File: src/rtl/lst_pkg.sv
// Package with constants and types for the load self-test sequencer.
package lst_pkg;
  localparam int unsigned CLK_HZ = 100_000_000;
  localparam int unsigned LOAD_ON_S = 15;
  localparam int unsigned PAUSE_S = 2;
  localparam int unsigned COMP_MIN = 5;
  localparam int unsigned COMP_S = COMP_MIN * 60;
  localparam int unsigned DAMP_PHASE_S = 5;
  localparam int unsigned SEC_W = 9;
  localparam int unsigned NLOAD = 7;
  localparam logic [3:0] FW_VERSION = 4'h4;
  localparam logic [2:0] LD_AUXA = 3'h0;
  localparam logic [2:0] LD_FANA = 3'h1;
  localparam logic [2:0] LD_FANB = 3'h2;
  localparam logic [2:0] LD_DMPA = 3'h3;
  localparam logic [2:0] LD_DMPB = 3'h4;
  localparam logic [2:0] LD_AUXB = 3'h5;
  localparam logic [2:0] LD_AUXC = 3'h6;

  typedef enum logic [2:0] {
    LST_IDLE, LST_ON, LST_DMP_CLOSE1, LST_DMP_OPEN, LST_DMP_CLOSE2, LST_PAUSE, LST_COMP
  } lst_state_t;

  typedef struct packed {
    logic power;
    logic lock;
    logic plus;
  } lst_keys_t;

  typedef struct packed {
    logic [NLOAD-1:0] load;
    logic damper_close;
    logic comp;
    logic cond_fan;
  } lst_drive_t;
endpackage : lst_pkg

File: src/rtl/lst_sec_tick.sv
// Prescaler making a one-cycle pulse once per second.
`timescale 1ns/10ps
`default_nettype none
module lst_sec_tick #(
  parameter int unsigned DIV = lst_pkg::CLK_HZ
) (
  input wire logic mclk,
  input wire logic rst,
  input wire logic clr,
  output logic tick
);
  typedef struct packed {
    logic [31:0] cnt;
    logic tick;
  } lst_tick_st_t;
  lst_tick_st_t st_r, st_nxt;

  always_comb begin
    st_nxt = st_r;
    st_nxt.tick = 1'b0;
    if (clr || st_r.cnt == DIV - 1) begin
      st_nxt.cnt = 32'h0;
      st_nxt.tick = !clr;
    end else begin
      st_nxt.cnt = st_r.cnt + 32'h1;
    end
  end

  always_ff @(posedge mclk) begin
    if (rst) begin
      st_r <= '0;
    end else begin
      st_r <= st_nxt;
    end
  end

  assign tick = st_r.tick;
endmodule : lst_sec_tick
`default_nettype wire

File: src/rtl/lst_seq.sv
// Load self-test sequencer top module.
`timescale 1ns/10ps
`default_nettype none
module lst_seq #(
  parameter int unsigned SEC_DIV = lst_pkg::CLK_HZ,
  parameter bit DUAL_ZONE = 1'b1
) (
  input wire logic mclk,
  input wire logic rst,
  input wire lst_pkg::lst_keys_t keys_pin,
  input wire logic cool_call,
  input wire logic [3:0] temp_digit,
  output lst_pkg::lst_drive_t drive,
  output logic test_active,
  output logic unit_on,
  output logic [3:0] disp_digit,
  output logic disp_version
);
  typedef struct packed {
    lst_pkg::lst_keys_t k1;
    lst_pkg::lst_keys_t k2;
    lst_pkg::lst_keys_t kp;
    lst_pkg::lst_state_t st;
    logic [2:0] idx;
    logic [lst_pkg::SEC_W-1:0] secs;
    logic manual;
    logic por_pend;
    logic off_pend;
    logic unit_on;
    lst_pkg::lst_drive_t drv;
    logic [3:0] digit;
    logic ver;
  } lst_st_t;
  lst_st_t s_r, s_nxt;
  logic sec;
  logic reload;

  // Reloading the prescaler with the seconds counter keeps every step a whole number of seconds long.
  lst_sec_tick #(.DIV(SEC_DIV)) u_tick (
    .mclk(mclk),
    .rst(rst),
    .clr(reload),
    .tick(sec)
  );

  function automatic logic present(input logic [2:0] i, input bit dual);
    present = dual || i == lst_pkg::LD_AUXA || i == lst_pkg::LD_FANB || i == lst_pkg::LD_AUXC;
  endfunction : present

  function automatic logic [2:0] next_idx(input logic [2:0] i, input bit dual);
    logic [2:0] j;
    j = i + 3'h1;
    while (j < 3'(lst_pkg::NLOAD) && !present(j, dual)) begin
      j = j + 3'h1;
    end
    next_idx = j;
  endfunction : next_idx

  ////////////////////////////////////////////////////////////////////////////
  always_comb begin
    logic done;
    logic pwr_edge;
    logic is_damper;
    s_nxt = s_r;
    reload = 1'b0;
    s_nxt.k1 = keys_pin;
    s_nxt.k2 = s_r.k1;
    s_nxt.kp = s_r.k2;
    pwr_edge = s_r.k2.power && !s_r.kp.power;
    // Ending a step on its last tick keeps each step at whole seconds, not seconds plus one cycle.
    done = s_r.secs == '0 || (sec && s_r.secs - 1'b1 == '0);
    is_damper = s_r.idx == lst_pkg::LD_DMPA || s_r.idx == lst_pkg::LD_DMPB;
    if (sec && !done) begin
      s_nxt.secs = s_r.secs - 1'b1;
    end
    if (pwr_edge) begin
      if (s_r.st != lst_pkg::LST_IDLE && s_r.unit_on) begin
        s_nxt.off_pend = !s_r.off_pend;
      end else begin
        s_nxt.unit_on = !s_r.unit_on;
      end
    end
    s_nxt.drv.load = '0;
    s_nxt.drv.damper_close = 1'b0;
    s_nxt.drv.comp = s_r.unit_on && cool_call;
    s_nxt.drv.cond_fan = s_r.unit_on && cool_call;
    case (s_r.st)
      lst_pkg::LST_IDLE: begin
        if (s_r.por_pend || (s_r.k2.lock && s_r.k2.plus)) begin
          s_nxt.manual = !s_r.por_pend;
          s_nxt.por_pend = 1'b0;
          s_nxt.idx = lst_pkg::LD_AUXA;
          s_nxt.st = lst_pkg::LST_ON;
          s_nxt.secs = lst_pkg::SEC_W'(lst_pkg::LOAD_ON_S);
          reload = 1'b1;
        end
      end
      lst_pkg::LST_ON: begin
        s_nxt.drv.comp = 1'b0;
        s_nxt.drv.cond_fan = 1'b0;
        if (is_damper) begin
          s_nxt.drv.load[s_r.idx] = 1'b1;
          s_nxt.drv.damper_close = 1'b1;
          s_nxt.st = lst_pkg::LST_DMP_CLOSE1;
          s_nxt.secs = lst_pkg::SEC_W'(lst_pkg::DAMP_PHASE_S);
          reload = 1'b1;
        end else if (done) begin
          s_nxt.st = lst_pkg::LST_PAUSE;
          s_nxt.secs = lst_pkg::SEC_W'(lst_pkg::PAUSE_S);
          reload = 1'b1;
        end else begin
          s_nxt.drv.load[s_r.idx] = 1'b1;
        end
      end
      lst_pkg::LST_DMP_CLOSE1, lst_pkg::LST_DMP_OPEN, lst_pkg::LST_DMP_CLOSE2: begin
        s_nxt.drv.comp = 1'b0;
        s_nxt.drv.cond_fan = 1'b0;
        // The damper stays energized across phase changes, and the prescaler runs on freely
        // inside one damper step, so the three phases add no extra cycles.
        s_nxt.drv.load[s_r.idx] = 1'b1;
        s_nxt.drv.damper_close = s_r.st != lst_pkg::LST_DMP_OPEN;
        if (done) begin
          s_nxt.secs = lst_pkg::SEC_W'(lst_pkg::DAMP_PHASE_S);
          if (s_r.st == lst_pkg::LST_DMP_CLOSE1) begin
            s_nxt.st = lst_pkg::LST_DMP_OPEN;
            s_nxt.drv.damper_close = 1'b0;
          end else if (s_r.st == lst_pkg::LST_DMP_OPEN) begin
            s_nxt.st = lst_pkg::LST_DMP_CLOSE2;
            s_nxt.drv.damper_close = 1'b1;
          end else begin
            s_nxt.st = lst_pkg::LST_PAUSE;
            s_nxt.secs = lst_pkg::SEC_W'(lst_pkg::PAUSE_S);
            s_nxt.drv.load = '0;
            s_nxt.drv.damper_close = 1'b0;
            reload = 1'b1;
          end
        end
      end
      lst_pkg::LST_PAUSE: begin
        s_nxt.drv.comp = 1'b0;
        s_nxt.drv.cond_fan = 1'b0;
        if (done) begin
          reload = 1'b1;
          if (next_idx(s_r.idx, DUAL_ZONE) >= 3'(lst_pkg::NLOAD)) begin
            s_nxt.st = lst_pkg::LST_COMP;
            s_nxt.secs = lst_pkg::SEC_W'(lst_pkg::COMP_S);
          end else begin
            s_nxt.idx = next_idx(s_r.idx, DUAL_ZONE);
            s_nxt.st = lst_pkg::LST_ON;
            s_nxt.secs = lst_pkg::SEC_W'(lst_pkg::LOAD_ON_S);
          end
        end
      end
      lst_pkg::LST_COMP: begin
        s_nxt.drv.comp = 1'b1;
        s_nxt.drv.cond_fan = 1'b1;
        if (done) begin
          s_nxt.st = lst_pkg::LST_IDLE;
          s_nxt.manual = 1'b0;
          s_nxt.drv.comp = s_r.unit_on && !s_r.off_pend && cool_call;
          s_nxt.drv.cond_fan = s_r.unit_on && !s_r.off_pend && cool_call;
          if (s_r.off_pend) begin
            s_nxt.unit_on = 1'b0;
            s_nxt.off_pend = 1'b0;
          end
        end
      end
      default: s_nxt.st = lst_pkg::LST_IDLE;
    endcase
    // A hidden test keeps normal display; only manual or key request shows the version.
    s_nxt.ver = s_nxt.st != lst_pkg::LST_IDLE
      && (s_nxt.manual || (s_r.k2.power && s_r.k2.lock));
    s_nxt.digit = s_nxt.ver ? lst_pkg::FW_VERSION : temp_digit;
  end

  always_ff @(posedge mclk) begin
    if (rst) begin
      s_r <= '0;
      s_r.st <= lst_pkg::LST_IDLE;
      s_r.por_pend <= 1'b1;
      s_r.unit_on <= 1'b1;
    end else begin
      s_r <= s_nxt;
    end
  end

  assign drive = s_r.drv;
  assign test_active = s_r.st != lst_pkg::LST_IDLE;
  assign unit_on = s_r.unit_on;
  assign disp_digit = s_r.digit;
  assign disp_version = s_r.ver;

  ////////////////////////////////////////////////////////////////////////////
  one_load_a: assert property (@(posedge mclk) disable iff (rst)
    $onehot0(s_r.drv.load)) else $error("two loads on at once");
  load_gap_a: assert property (@(posedge mclk) disable iff (rst)
    (s_r.drv.load != '0 && s_nxt.drv.load != '0) |-> s_nxt.drv.load == s_r.drv.load)
    else $error("load switched without gap");
  comp_alone_a: assert property (@(posedge mclk) disable iff (rst)
    s_r.drv.load != '0 |-> !s_r.drv.comp) else $error("compressor with load");
  por_start_a: assert property (@(posedge mclk) $fell(rst) |-> ##[1:2] test_active)
    else $error("no test after reset");
  off_hold_a: assert property (@(posedge mclk) disable iff (rst)
    test_active && $past(unit_on) |-> unit_on) else $error("unit off during test");
  manual_ver_a: assert property (@(posedge mclk) disable iff (rst)
    test_active && s_r.manual |-> disp_digit == lst_pkg::FW_VERSION)
    else $error("version not shown in manual test");
  manual_ign_a: assert property (@(posedge mclk) disable iff (rst)
    test_active && !s_r.manual |=> !s_r.manual) else $error("manual restart");
  comp_end_a: assert property (@(posedge mclk) disable iff (rst)
    s_r.st == lst_pkg::LST_COMP && sec && s_r.secs == lst_pkg::SEC_W'(1) && unit_on
    && !s_r.off_pend && cool_call
    |=> s_r.drv.comp && s_r.drv.cond_fan) else $error("compressor dropped");
  damp_c: cover property (@(posedge mclk) s_r.st == lst_pkg::LST_DMP_OPEN);
  comp_c: cover property (@(posedge mclk) s_r.st == lst_pkg::LST_COMP);
  manual_c: cover property (@(posedge mclk) test_active && s_r.manual);
endmodule : lst_seq
`default_nettype wire

File: config.mk
export PLATFORM = sky130hd
export DESIGN_NAME = lst_seq
export DESIGN_NICKNAME = d
export VERILOG_FILES = /design/src/rtl/lst_pkg.sv /design/src/rtl/lst_sec_tick.sv /design/src/rtl/lst_seq.sv
export SDC_FILE = /design/constraint.sdc
export NUM_CORES = 1
export LEC_CHECK = 0
export ABC_AREA = 1
export BUFFER_PORTS_ARGS = -buffer_cell sky130_fd_sc_hd__buf_2
export CORE_UTILIZATION = 27
export CTS_CLUSTER_DIAMETER = 40
export CTS_CLUSTER_SIZE = 24
export DETAILED_ROUTE_END_ITERATION = 10
export SYNTH_ARGS = -nofsm -noshare
export SYNTH_HDL_FRONTEND = slang
export SYNTH_HIERARCHICAL = 1
export SYNTH_SLANG_ARGS = --single-unit
File: constraint.sdc
create_clock -name mclk -period 3.4 [get_ports mclk]
set_clock_uncertainty 0.2 [all_clocks]
set_input_delay 0.68 -clock mclk [delete_from_list [all_inputs] [get_ports mclk]]
set_output_delay 0.68 -clock mclk [all_outputs]
set_load 0.005 [all_outputs]
==> Word level (Yosys, flattened, before mapping) <==
Cells that the tools add are included.
{ "word_totals": {"reg_bits": 74, "in_bits": 10, "output_inout_bits": 17, "elab_cells": 127} }
{ "op_classes": {"n_addsub": 3, "magnitude_cmp": 3, "eq_ne": 13, "muxes": 49, "n_bitwise": 1, "reduce_logical": 35} }
{ "ops": {"columns": ["op", "count"], "rows": [
  ["two-way mux 9 bit", 5],
  ["one-hot mux 9 bit (4 select lines)", 1],
  ["adder 32 x 1 -> 32 bit, second input constant", 1],
  ["equality test 32 x 27 -> 1 bit, second input constant", 1],
  ["two-way mux 3 bit", 10],
  ["two-way mux 7 bit", 4],
  ["zero test 9 bit", 2],
  ["two-way mux 17 bit", 1],
  ["one-hot mux 8 bit (2 select lines)", 1],
  ["two-way mux 15 bit", 1],
  ["one-hot mux 3 bit (5 select lines)", 1],
  ["two-way mux 1 bit", 14],
  ["equality test 3 bit, second input constant", 4],
  ["logical AND 1 bit", 11],
  ["two-way mux 2 bit", 5],
  ["equality test 3 x 2 -> 1 bit, second input constant", 3],
  ["subtractor 9 x 1 -> 9 bit, second input constant", 1],
  ["two-way mux 8 bit", 1],
  ["zero test 1 bit", 6],
  ["!= test 2 bit, second input constant", 3],
  ["one-hot mux 3 bit (2 select lines)", 1],
  ["nonzero test 3 bit", 2],
  ["OR reduction 2 bit", 3],
  ["logical OR 1 bit", 5],
  ["other kinds (17)", 17]
]} }

==> Longest topological paths before layout <==
Gate-level depths: netlist of run 1.
{ "depth": {"ltp_word": 12, "ltp_mapped": 17, "depth_no_buf": 17} }

==> Hierarchy <==
Netlist of run 1, hierarchy kept.
{ "modules_own_cells": {"columns": ["module", "n_inst", "cells_each", "area_each_um2", "seq_area_each_um2"], "rows": [
  ["lst_seq", 1, 337, 2322.2, 800.8],
  ["lst_sec_tick", 1, 291, 1819.2, 660.6]
]} }

==> Worst setup path before layout of run 1 <==
No wires, ideal clock.
{ "synth_path": {"path_type": "register to register", "start": "register s_r[19] (netlist name)", "end": "register u_tick/st_r[15] (netlist name)", "setup_ns": 0.115, "t_arrival_ns": 2.097, "required_time_ns": 3.085, "setup_slack_ns": 0.988, "path_stages_with_launch": 16, "path_buffers": 1, "period_less_slack_ns": 2.412, "cell_sequence": "dfxtp_1 inv_1 ha_1 xnor2_1 nand3_1 nor2_2 nand3_4 nand2_4 inv_4 nor2_1 nand3_1 a41oi_1 nor2_1 nand2_4 buf_6 nor2_1"} }
{ "synth_via": {"elab_chain_cells": 9, "elab_cells_between_ends": 11, "cone_classes": "add/sub: 1; mux: 4; reduce/logical: 6"} }
{ "synth_rtl": {"columns": ["item", "line", "rtl"], "rows": [
  ["start: declaration", "lst_seq.sv:34", "lst_st_t s_r, s_nxt;"],
  ["start signal: assignment", "lst_seq.sv:183", "s_r <= s_nxt;"],
  ["subtractor 9 x 1 -> 9 bit", "lst_seq.sv:71", "done = s_r.secs == '0 || (sec && s_r.secs - 1'b1 == '0);"],
  ["zero test 9 bit", "lst_seq.sv:71", null],
  ["logical AND 1 bit", "lst_seq.sv:71", null],
  ["logical OR 1 bit *", "lst_seq.sv:71", null],
  ["two-way mux 1 bit", "lst_seq.sv:107, lst_seq.sv:142", null],
  ["two-way mux 1 bit", "lst_seq.sv:101", "if (is_damper) begin"],
  ["one-hot mux 1 bit (4 select lines) *", "lst_seq.sv:87", "case (s_r.st)"],
  ["net reload", "lst_seq.sv:36", "logic reload;"],
  ["logical OR 1 bit *", "lst_sec_tick.sv:21", "if (clr || st_r.cnt == DIV - 1) begin"],
  ["OR reduction 2 bit (no line) *", null, null],
  ["end signal: assignment", "lst_sec_tick.sv:33", "st_r <= st_nxt;"],
  ["end: declaration", "lst_sec_tick.sv:16", "lst_tick_st_t st_r, st_nxt;"]
]} }
Mark *: on every way through the listed nets, which the timed path passes. The rest lies on a longest branch.
A chain may end at the register's enable or synchronous reset.

==> Worst setup path after layout of run 1 <==
{ "layout_path": {"start": "register s_r[19] (netlist name)", "end": "register u_tick/st_r[11] (netlist name)"} }
Same word-level chain as after synthesis.

==> flow_summary_export.csv, run 1 <==
group,metric,value,unit
timing,finalSetupViolCount,0,
power_and_ir_drop,power_frac_comb,23.3,%
clock_tree,cts_sinks,73,
global_routing,grt_use_met3,3.016,%
timing,worst_pin_slew,0.4905,ns
cells_and_area,diodes,0,
timing,timing.final.crit_share,83.41,%
power_and_ir_drop,netSwitchingFraction,30.29,%
timing,min_period,2.836,ns
routing,num_vias,3636,
timing,slew-limit-headroom,67.30,%
worst_hold_path,worst_hold_path.endpoint,"s_nxt[36]",
timing,hold_violations,0,
global_routing,antenna_found_initial,0,
timing,setup_tns,0,ns
clock_tree,cts_buffers,9,
floorplan,boundaryPins,27,
clock_tree,cts-root-buf,"clkbuf_16",
global_routing,grtUsageTotal,12.15,%
status,status,"completed",
cells_and_area,fin_nets,662,
cells_and_area,area_delta_synth_final,13.05,%
power_and_ir_drop,total_power,0.002735,W
cells_and_area,drive_above_1_share,13.76,%
power_and_ir_drop,intPower,0.001907,W
worst_setup_path,r2r-end,"u_tick/st_r[11]",
synthesis,synth_top_area_share,35.29,%
synthesis,netlist_top_cells_area,"dfxtp_1 (35%), nand2_1 (14%), nor2_1 (11%)",
clock_tree,cts_tree,"done",
cells_and_area,filler_cell_count,1598,
power_and_ir_drop,p_sw,0.0008286,W
power_and_ir_drop,ir_worst_vdd,261.2,uV
floorplan,die_h,125.9,um
place,io_buffers,26,
clock_tree,htree_num_levels,3,
worst_setup_path,criticalPathCategory,"reg -> reg",
routing,routed_via_density,4.375,
global_routing,grtUsageMet2,19.90,%
worst_setup_path,r2r_slack,0.56,ns
routing,post_drt_wl_per_cell,10.66,um
worst_hold_path,holdCritPathClass,"reg -> reg",
power_and_ir_drop,seqPwrFrac,34.6,%
worst_setup_path,critPathSlowestCell,"nand2_4",
routing,firstDrtPassIters,4,
global_routing,met1_usage,15.35,%
global_routing,grt_max_degree,33,
routing,ant_nets,0,
clock_tree,holdBufCountCts,0,
timing,slew_violations,0,
floorplan,die_x,125.9,um
worst_setup_path,crit_path_frequent_cell,"nor2_1",
worst_setup_path,path_max_fanout,32,
clock_tree,clockBufferDepth,2,
routing,initialDrtViolationCount,308,
clock_tree,cts.repair.resized,0,
timing,grt_setup_unrepaired,"no",
synthesis,synth_fp_nets,647,
synthesis,synth_largest_area_cell,"dfxtp_1",
worst_hold_path,hold_path_depth,2,
floorplan,die_area,15840,um^2
floorplan,start_util,28.07,%
synthesis,ys_seq_elements,73,
cells_and_area,multi_input_area,2162,um^2
timing,fmax,352.6,MHz
global_routing,overflow,0,
synthesis,synth-warning-count,6,
routing,drc_errors,0,
worst_setup_path,r2r_cells,15,
place,hpwlAfterDp,6.743,mm
synthesis,ys_seq_area_share,35.29,%
worst_setup_path,crit_chain,"inv_1 > ha_1 > nand2_2 > o21ai_1 > nand2_1 > nor2_4 > nand3_4 > nand2_4 > inv_4 > nor2_1 > nand3_1 > a41oi_1 > nor2_1 > nand2_4 > nor2_1",
clock_tree,clk_latency,0.33,ns
worst_setup_path,worst_setup_path_start_kind,"flop",
clock_tree,clk_pin_slew_worst_paths,0.06,ns
routing,totalWireLength,8.860,mm
worst_setup_path,crit_path_end_kind,"flop",
worst_hold_path,hp-start,"s_nxt[39]",
worst_setup_path,cp_slowest_stage_delay,0.32,ns
global_routing,gr-max-usage-layer,"met2",
cells_and_area,regArea,1461,um^2
place,place.gp.congestion,0.8588,
worst_setup_path,worst_r2r_startpoint,"s_r[19]",
worst_setup_path,cp_data_required_time,3.41,ns
synthesis,avgSynthCellArea,6.595,um^2
run,max-cap-violations,0,
synthesis,synth_cells,628,
clock_tree,cts_setup_buffers,0,
synthesis,netlist_area,4141,um^2
floorplan,row_count,44,
power_and_ir_drop,power_leakage,1.922,nW
global_routing,first_global_vias,3390,
global_routing,grt_pass1_wl,15.53,mm
floorplan,core-area,14750,um^2
worst_setup_path,cp.arrival,2.85,ns
power_and_ir_drop,pwr-share-clk,42.1,%
power_and_ir_drop,p_per_area,584.2,nW/um^2
synthesis,ys_types,35,
## how the worst max path moves through the flow
| stage | startpoint | endpoint | slack (ns) |
|---|---|---|---|
| floorplan | s_r[19] | u_tick/st_r[15] | 0.99 |
| global placement | s_r[19] | u_tick/st_r[24] | 0.63 |
| detailed placement | s_r[20] | u_tick/st_r[32] | 0.56 |
| CTS | s_r[20] | u_tick/st_r[27] | 0.55 |
| global route | s_r[19] | u_tick/st_r[32] | 0.20 |
| finish | s_r[19] | u_tick/st_r[11] | 0.56 |
## worst max-delay path, delay by kind of cell (launching register included)
family,cells,cell delay [ns]
AO/OA/AOI/OAI,2,0.37
adder cells (fa/ha/maj),1,0.26
buffers and inverters,2,0.21
flip-flops,1,0.31
AND/OR/NAND/NOR,10,1.34
## power by group through the flow
| stage | Sequential [W] | Combinational [W] | Clock (W) |
|---|---|---|---|
| 6_report | 0.000946 | 0.000638 | 0.00115 |
| 5_1_grt | 0.000954 | 0.000725 | 0.00122 |
| 4_1_cts | 0.000946 | 0.000641 | 0.00118 |
| 3_5_place_dp | 0.000965 | 0.000637 | 0 |
| 3_3_place_gp | 0.000965 | 0.000638 | 0 |
| 2_1_floorplan | 0.000959 | 0.000551 | 0 |
## synth_stat cells
master and count:
a21oi_1 21, nand3_4 1, a21oi_2 1, xor2_1 6
nor2_4 7, nand3_1 38, ha_1 9, o21ai_0 16
inv_4 1, o31ai_1 2, o211ai_1 3, o21ai_1 7
buf_8 1, buf_2 1, clkbuf_1 2, xnor2_1 7
buf_4 14, nand3_2 4, or2_2 3, a211oi_1 2
buf_6 4, o2111ai_1 1, nand2_1 154, a41oi_1 1
nand2_2 11, nand4_1 4, dfxtp_1 73, nand2_4 3
o21ai_2 1, inv_1 84, a21boi_0 2, nor2_1 119
nor2_2 12, nor3_1 8, inv_2 5
## routing by layer
metal  wire, um  part of all wire, %
met1       4362                   49
met2       3997                   45
met3        354                  4.0
met4        146                  1.6
met5          0                    0
## sequential cells by signal, indices dropped and copies added, names as in the netlist
name / count
s_nxt: 6
s_r: 19
disp_digit: 4
u_tick/tick: 1
unit_on: 1
u_tick/st_r: 32
disp_version: 1
drive: 9
## layout make-up
cell class                      instances  area share, %
Clock buffer                           10          4.890
Clock inverter                          5          2.753
Inverter                               90          7.269
Multi-Input combinational cell        443          46.18
Sequential cell                        73          31.21
Tap cell                              184          4.917
Timing Repair Buffer                   26          2.779
## stage by stage
| step | hold WS [ns] | std cells | cell area (um^2) | setup slack, ns | util [%] |
|---|---|---|---|---|---|
| 6_report | 0.2008 | 831 | 4682 | 0.5641 | 31.73 |
| 5_1_grt | 0.2248 | 831 | 4682 | 0.1957 | 31.73 |
| 4_1_cts | 0.2039 | 831 | 4682 | 0.5497 | 31.73 |
| 3_5_place_dp | 0.1961 | 816 | 4324 | 0.5567 | 29.31 |
| 3_3_place_gp | 0.1911 | 816 | 4324 | 0.6308 | 29.31 |
| 2_1_floorplan | 0.1883 | 628 | 4141 | 0.9880 | - |
## cell families (layout without fill, tap and decap cells)
logic type	after synthesis	after routing	share of synthesized area, %
buffers and inverters	112	131	12.51
AOI/OAI and AO/OA	57	57	7.794
and+or+nand+nor	364	364	38.94
adders and majority gates	9	9	2.719
xor gates and xnor gates	13	13	2.749
DFF	73	73	35.29
## cells in the final DEF, fill, tap and decap left out, types with 8 or more instances in the layout
master	instances
nor2_1	119
buf_2	26
inv_1	84
a21oi_1	21
o21ai_0	16
nand2_2	11
nand2_1	154
nor3_1	8
nor2_2	12
dfxtp_1	73
ha_1	9
nand3_1	38
clkbuf_16	9
(Power assumes the default switching activity.)
==> inputs of run 2 (changes only) <==
clock period = 2.8 ns   (was 3.4 ns; I/O delays follow)
==> run 2 against run 1 <==
Global-route usage rose by 0.19 points; combinational power rose by 40%; wire length rose by 4.9%; first-iteration DRC count fell by 8.4%; non-clock buffer count rose by 6; worst setup slack got worse by 0.33 ns; sequential share of layout area fell by 0.24 points; fmax rose by 10%; clock power fell by 9%.
==> flow_summary_export.csv, run 2 (synthesized netlist as in run 1, its figures left out) <==
group,metric,value,unit
status,status,"completed",
worst_setup_path,cp.arrival,2.59,ns
worst_setup_path,crit_family,"simple AND/OR/NAND/NOR gates",
routing,drc_errors,0,
worst_setup_path,crit_chain,"inv_1 > ha_4 > nand2_2 > inv_2 > nand2_1 > nand3_1 > nor2_2 > nand3_4 > nand2_8 > inv_4 > nor2_1 > nand3_1 > a41oi_2 > nor2_4 > nand2_4 > nor2_1",
global_routing,grt_max_degree,33,
floorplan,start_util,28.07,%
global_routing,antenna_found_initial,0,
timing,slew_violations,0,
worst_setup_path,crit_buf_inv,3,
worst_setup_path,critPathSlowestCell,"dfxtp_1",
worst_setup_path,crit_path_end_kind,"flop",
clock_tree,cts_setup_buffers,0,
clock_tree,clk_latency,0.33,ns
clock_tree,holdBufCountCts,0,
worst_setup_path,r2r_slack,0.23,ns
cells_and_area,largest_reg_flops,32,
worst_setup_path,cp_slowest_stage_delay,0.36,ns
floorplan,die_h,125.9,um
timing,holdWs,0.2035,ns
floorplan,die_x,125.9,um
cells_and_area,diodes,0,
global_routing,grtUsageTotal,12.34,%
routing,ant_nets,0,
global_routing,first_global_vias,3515,
clock_tree,htree_num_levels,3,
cells_and_area,top_register,"u_tick/st_r",
timing,timing.final.crit_share,91.74,%
cells_and_area,final_common_cell,"nand2_1",
clock_tree,cts_tree,"done",
power_and_ir_drop,p_per_area,656.8,nW/um^2
cells_and_area,mostFrequentLayoutCells,"nand2_1 (154), nor2_1 (118), inv_1 (84)",
power_and_ir_drop,power_leakage,1.933,nW
floorplan,boundaryPins,27,
worst_setup_path,worst_setup_path_start_kind,"flop",
routing,post_drt_wl_per_cell,11.08,um
floorplan,row_count,44,
cells_and_area,fin_util,31.98,%
worst_hold_path,holdCritPathClass,"reg -> reg",
place,io_buffers,26,
worst_setup_path,criticalPathCategory,"reg -> reg",
timing,min_period,2.569,ns
timing,slew-limit-headroom,69.60,%
clock_tree,cts.repair.resized,0,
global_routing,grt_pass1_wl,15.94,mm
clock_tree,cts_buffers,9,
clock_tree,clockBufferDepth,2,
routing,routed_via_density,4.392,
power_and_ir_drop,ir_worst_vdd,278.0,uV
worst_setup_path,path_max_fanout,10,
power_and_ir_drop,total_power,0.003099,W
cells_and_area,area_delta_synth_final,13.93,%
run,max-cap-violations,0,
timing,fmax,389.3,MHz
cells_and_area,drive_above_1_share,15.27,%
worst_setup_path,cp_data_required_time,2.82,ns
routing,totalWireLength,9.295,mm
timing,finalSetupViolCount,0,
timing,hold_violations,0,
place,place.gp.congestion,0.9038,
global_routing,overflow,0,
clock_tree,clk_pin_slew_worst_paths,0.05,ns
routing,initialDrtViolationCount,282,
clock_tree,cts-root-buf,"clkbuf_16",
timing,worst_pin_slew,0.4544,ns
floorplan,core-area,14750,um^2
routing,firstDrtPassIters,5,
floorplan,die_area,15840,um^2
routing,num_vias,3685,
place,hpwlAfterDp,6.876,mm
clock_tree,cts_sinks,73,
cells_and_area,fin_nets,670,
run 2: where the power goes:
group | total [W] | leakage, nW | internal (W) | switching (W)
clock | 0.00105 | 0.136 | 0.000643 | 0.000411
sequential | 0.00115 | 0.593 | 0.00110 | 0.0000493
combinational | 0.000893 | 1.20 | 0.000322 | 0.000572
total | 0.00310 | 1.93 | 0.00207 | 0.00103
run 2: area by class of cell:
class,count,area [um^2]
Fill cell,1629,10040
Clock buffer,13,260.3
Inverter,90,340.3
Sequential cell,73,1461
Multi-Input combinational cell,445,2237
Timing Repair Buffer,32,175.2
Tap cell,184,230.2
Clock inverter,2,13.76
run 2: layer usage:
layer	GRT usage, %	part of all wire (%)	vias up
li1	-	-	1982
met1	15.91	50	1632
met2	20.00	45	62
met3	3.441	4.7	9
met4	3.756	0.94	0
met5	0	0	-
run 2: worst paths after layout:
path / start / end / depth (start not counted)
worst max-delay path: s_r[20] / u_tick/st_r[18] / 16
worst min register to register: s_nxt[37] / s_nxt[34] / 2
worst max register to register: s_r[20] / u_tick/st_r[18] / 16
worst min-delay path: s_nxt[37] / s_nxt[34] / 2
run 2: per-stage QoR:
step                      cells  area (um^2)  setup slack, ns  setup TNS, ns
after floorplan             628         4141           0.3880              0
after global placement      822         4369           0.1426              0
after detailed placement    822         4369          0.03043              0
after CTS                   837         4643         0.001248              0
after global routing        839         4718        -0.009959       -0.01572
final                       839         4718           0.2313              0
run 2: worst register-to-register path: cells and delay by family, from the launching register on:
kind | cells | cell delay [ns]
adders and majority gates | 1 | 0.19
and+or+nand+nor | 11 | 1.24
AOI/OAI and AO/OA | 1 | 0.28
buffers and inverters | 3 | 0.19
DFF | 1 | 0.36
==> inputs of run 3 (changes only) <==
CORE_ASPECT_RATIO = 0.8   (was not set)
==> run 3 against run 2 <==
The flow now finishes with violations (design-rule violations); first-iteration DRC count is 12% lower; wire length is 4.0% lower; sequential power hardly changed; die area hardly changed; global-route usage hardly changed; final cell count is 0.83% higher; fmax is 0.92% higher; clock power is 9.5% higher; register-to-register slack better by 0.02 ns; critical path type unchanged; highest routed layer unchanged.
==> flow_summary_export.csv, run 3 (synthesized netlist as in run 1, its figures left out) <==
group,metric,value,unit
routing,routed_via_density,4.301,
floorplan,row_count,40,
routing,totalWireLength,8.924,mm
run,max-cap-violations,0,
power_and_ir_drop,ir_worst_vdd,353.9,uV
global_routing,grt_max_degree,19,
timing,worst_pin_slew,0.4658,ns
worst_setup_path,path_max_fanout,18,
cells_and_area,mostFrequentLayoutCells,"nand2_1 (154), nor2_1 (119), inv_1 (84)",
clock_tree,clk_latency,0.34,ns
clock_tree,htree_num_levels,3,
routing,firstDrtPassIters,7,
clock_tree,cts.repair.resized,0,
cells_and_area,drive_above_1_share,15.22,%
global_routing,grt_use_met3,3.893,%
routing,ant_nets,0,
cells_and_area,largest_reg_flops,32,
place,place.gp.congestion,0.9060,
timing,min_period,2.545,ns
cells_and_area,area_delta_synth_final,14.47,%
floorplan,die_h,112.8,um
timing,hold_violations,0,
power_and_ir_drop,power_leakage,1.952,nW
clock_tree,cts_buffers,9,
worst_setup_path,crit_path_frequent_cell,"nor2_1",
global_routing,met1_usage,18.04,%
routing,post_drt_wl_per_cell,10.55,um
timing,setup_tns,0,ns
global_routing,gr-max-usage-layer,"met1",
clock_tree,cts-root-buf,"clkbuf_16",
routing,num_vias,3639,
clock_tree,cts_sinks,73,
worst_setup_path,crit_family,"simple AND/OR/NAND/NOR gates",
timing,timing.final.crit_share,90.90,%
floorplan,core-area,15010,um^2
global_routing,overflow,0,
clock_tree,cts_tree,"done",
place,hpwlAfterDp,6.946,mm
worst_setup_path,criticalPathCategory,"reg -> reg",
routing,initialDrtViolationCount,249,
status,violations,"design-rule violations",
cells_and_area,top_register,"u_tick/st_r",
place,pre_cts_ws,0.1552,ns
clock_tree,holdBufCountCts,0,
timing,finalSetupViolCount,0,
floorplan,boundaryPins,27,
global_routing,grtUsageTotal,12.39,%
status,status,"finished with violations",
worst_setup_path,crit_path_end_kind,"flop",
worst_setup_path,cp.arrival,2.58,ns
clock_tree,clk_pin_slew_worst_paths,0.06,ns
timing,slew-limit-headroom,68.83,%
global_routing,first_global_vias,3264,
cells_and_area,diodes,0,
clock_tree,clockBufferDepth,2,
worst_setup_path,cp_slowest_stage_delay,0.31,ns
place,io_buffers,26,
global_routing,antenna_found_initial,0,
timing,grt_setup_unrepaired,"no",
floorplan,start_util,27.58,%
timing,fmax,392.9,MHz
worst_setup_path,critPathSlowestCell,"dfxtp_1",
cells_and_area,fin_nets,671,
global_routing,grtUsageMet2,17.13,%
cells_and_area,filler_cell_count,1653,
cells_and_area,final_common_cell,"nand2_1",
worst_hold_path,holdCritPathClass,"reg -> reg",
worst_setup_path,cp_data_required_time,2.84,ns
worst_setup_path,crit_chain,"inv_1 > ha_4 > nand2_2 > o21ai_1 > nand2_1 > nor2_4 > nand3_4 > nand2_4 > inv_4 > nor2_1 > nand3_1 > a41oi_1 > nor2_1 > nand2_4 > buf_12 > nor2_1",
routing,drc_errors,2,
power_and_ir_drop,p_per_area,669.7,nW/um^2
floorplan,die_area,15840,um^2
timing,slew_violations,0,
global_routing,grt_pass1_wl,15.48,mm
floorplan,die_x,140.5,um
clock_tree,cts_setup_buffers,0,
worst_setup_path,crit_buf_inv,3,
timing,fin_ws,0.2547,ns
worst_setup_path,worst_setup_path_start_kind,"flop",
-- run 3: power breakdown --
| group | internal, W | switching [W] |
|---|---|---|
| registers | 0.00110 | 0.0000499 |
| logic | 0.000330 | 0.000543 |
| clock network | 0.000716 | 0.000434 |
-- run 3: tightest hold or removal path, stage by stage (launching register included) --
cell	delay, ns
dfxtp_1	0.29
inv_1	0.04
nor2_1	0.03
-- run 3: worst paths after layout --
kind,startpoint,endpoint,slack (ns),depth (start not counted)
setup / recovery,s_r[19],u_tick/st_r[28],0.25,16
hold / removal,s_nxt[39],s_nxt[36],0.20,2
setup reg to reg,s_r[19],u_tick/st_r[28],0.25,16
hold reg to reg,s_nxt[39],s_nxt[36],0.20,2
-- run 3: stage by stage --
stage                     instance area, um^2  utilization (%)  hold WS, ns  cells  power [W]
after global placement                   4423            29.46       0.1929    830   0.002028
after CTS                                4721            31.44       0.2027    846   0.003194
after floorplan                          4141                -       0.1883    628   0.001834
after global routing                     4741            31.57       0.2234    846   0.003376
after detailed placement                 4423            29.46       0.1946    830   0.002026
final                                    4741            31.57       0.2016    846   0.003175
-- run 3: metal layers --
layer | part of all wire (%) | vias up
met4 | 0.57 | 0
met3 | 5.4 | 5
met5 | 0 | -
met1 | 54 | 1593
li1 | - | 1971
met2 | 40 | 70
-- run 3: area by class of cell --
type / count / area (um^2) / area share [%]
Clock buffer: 12 / 246.5 / 5.199
Clock inverter: 4 / 51.30 / 1.082
Inverter: 90 / 340.3 / 7.179
Multi-Input combinational cell: 443 / 2182 / 46.03
Sequential cell: 73 / 1461 / 30.83
Tap cell: 189 / 236.5 / 4.988
Timing Repair Buffer: 35 / 222.7 / 4.698
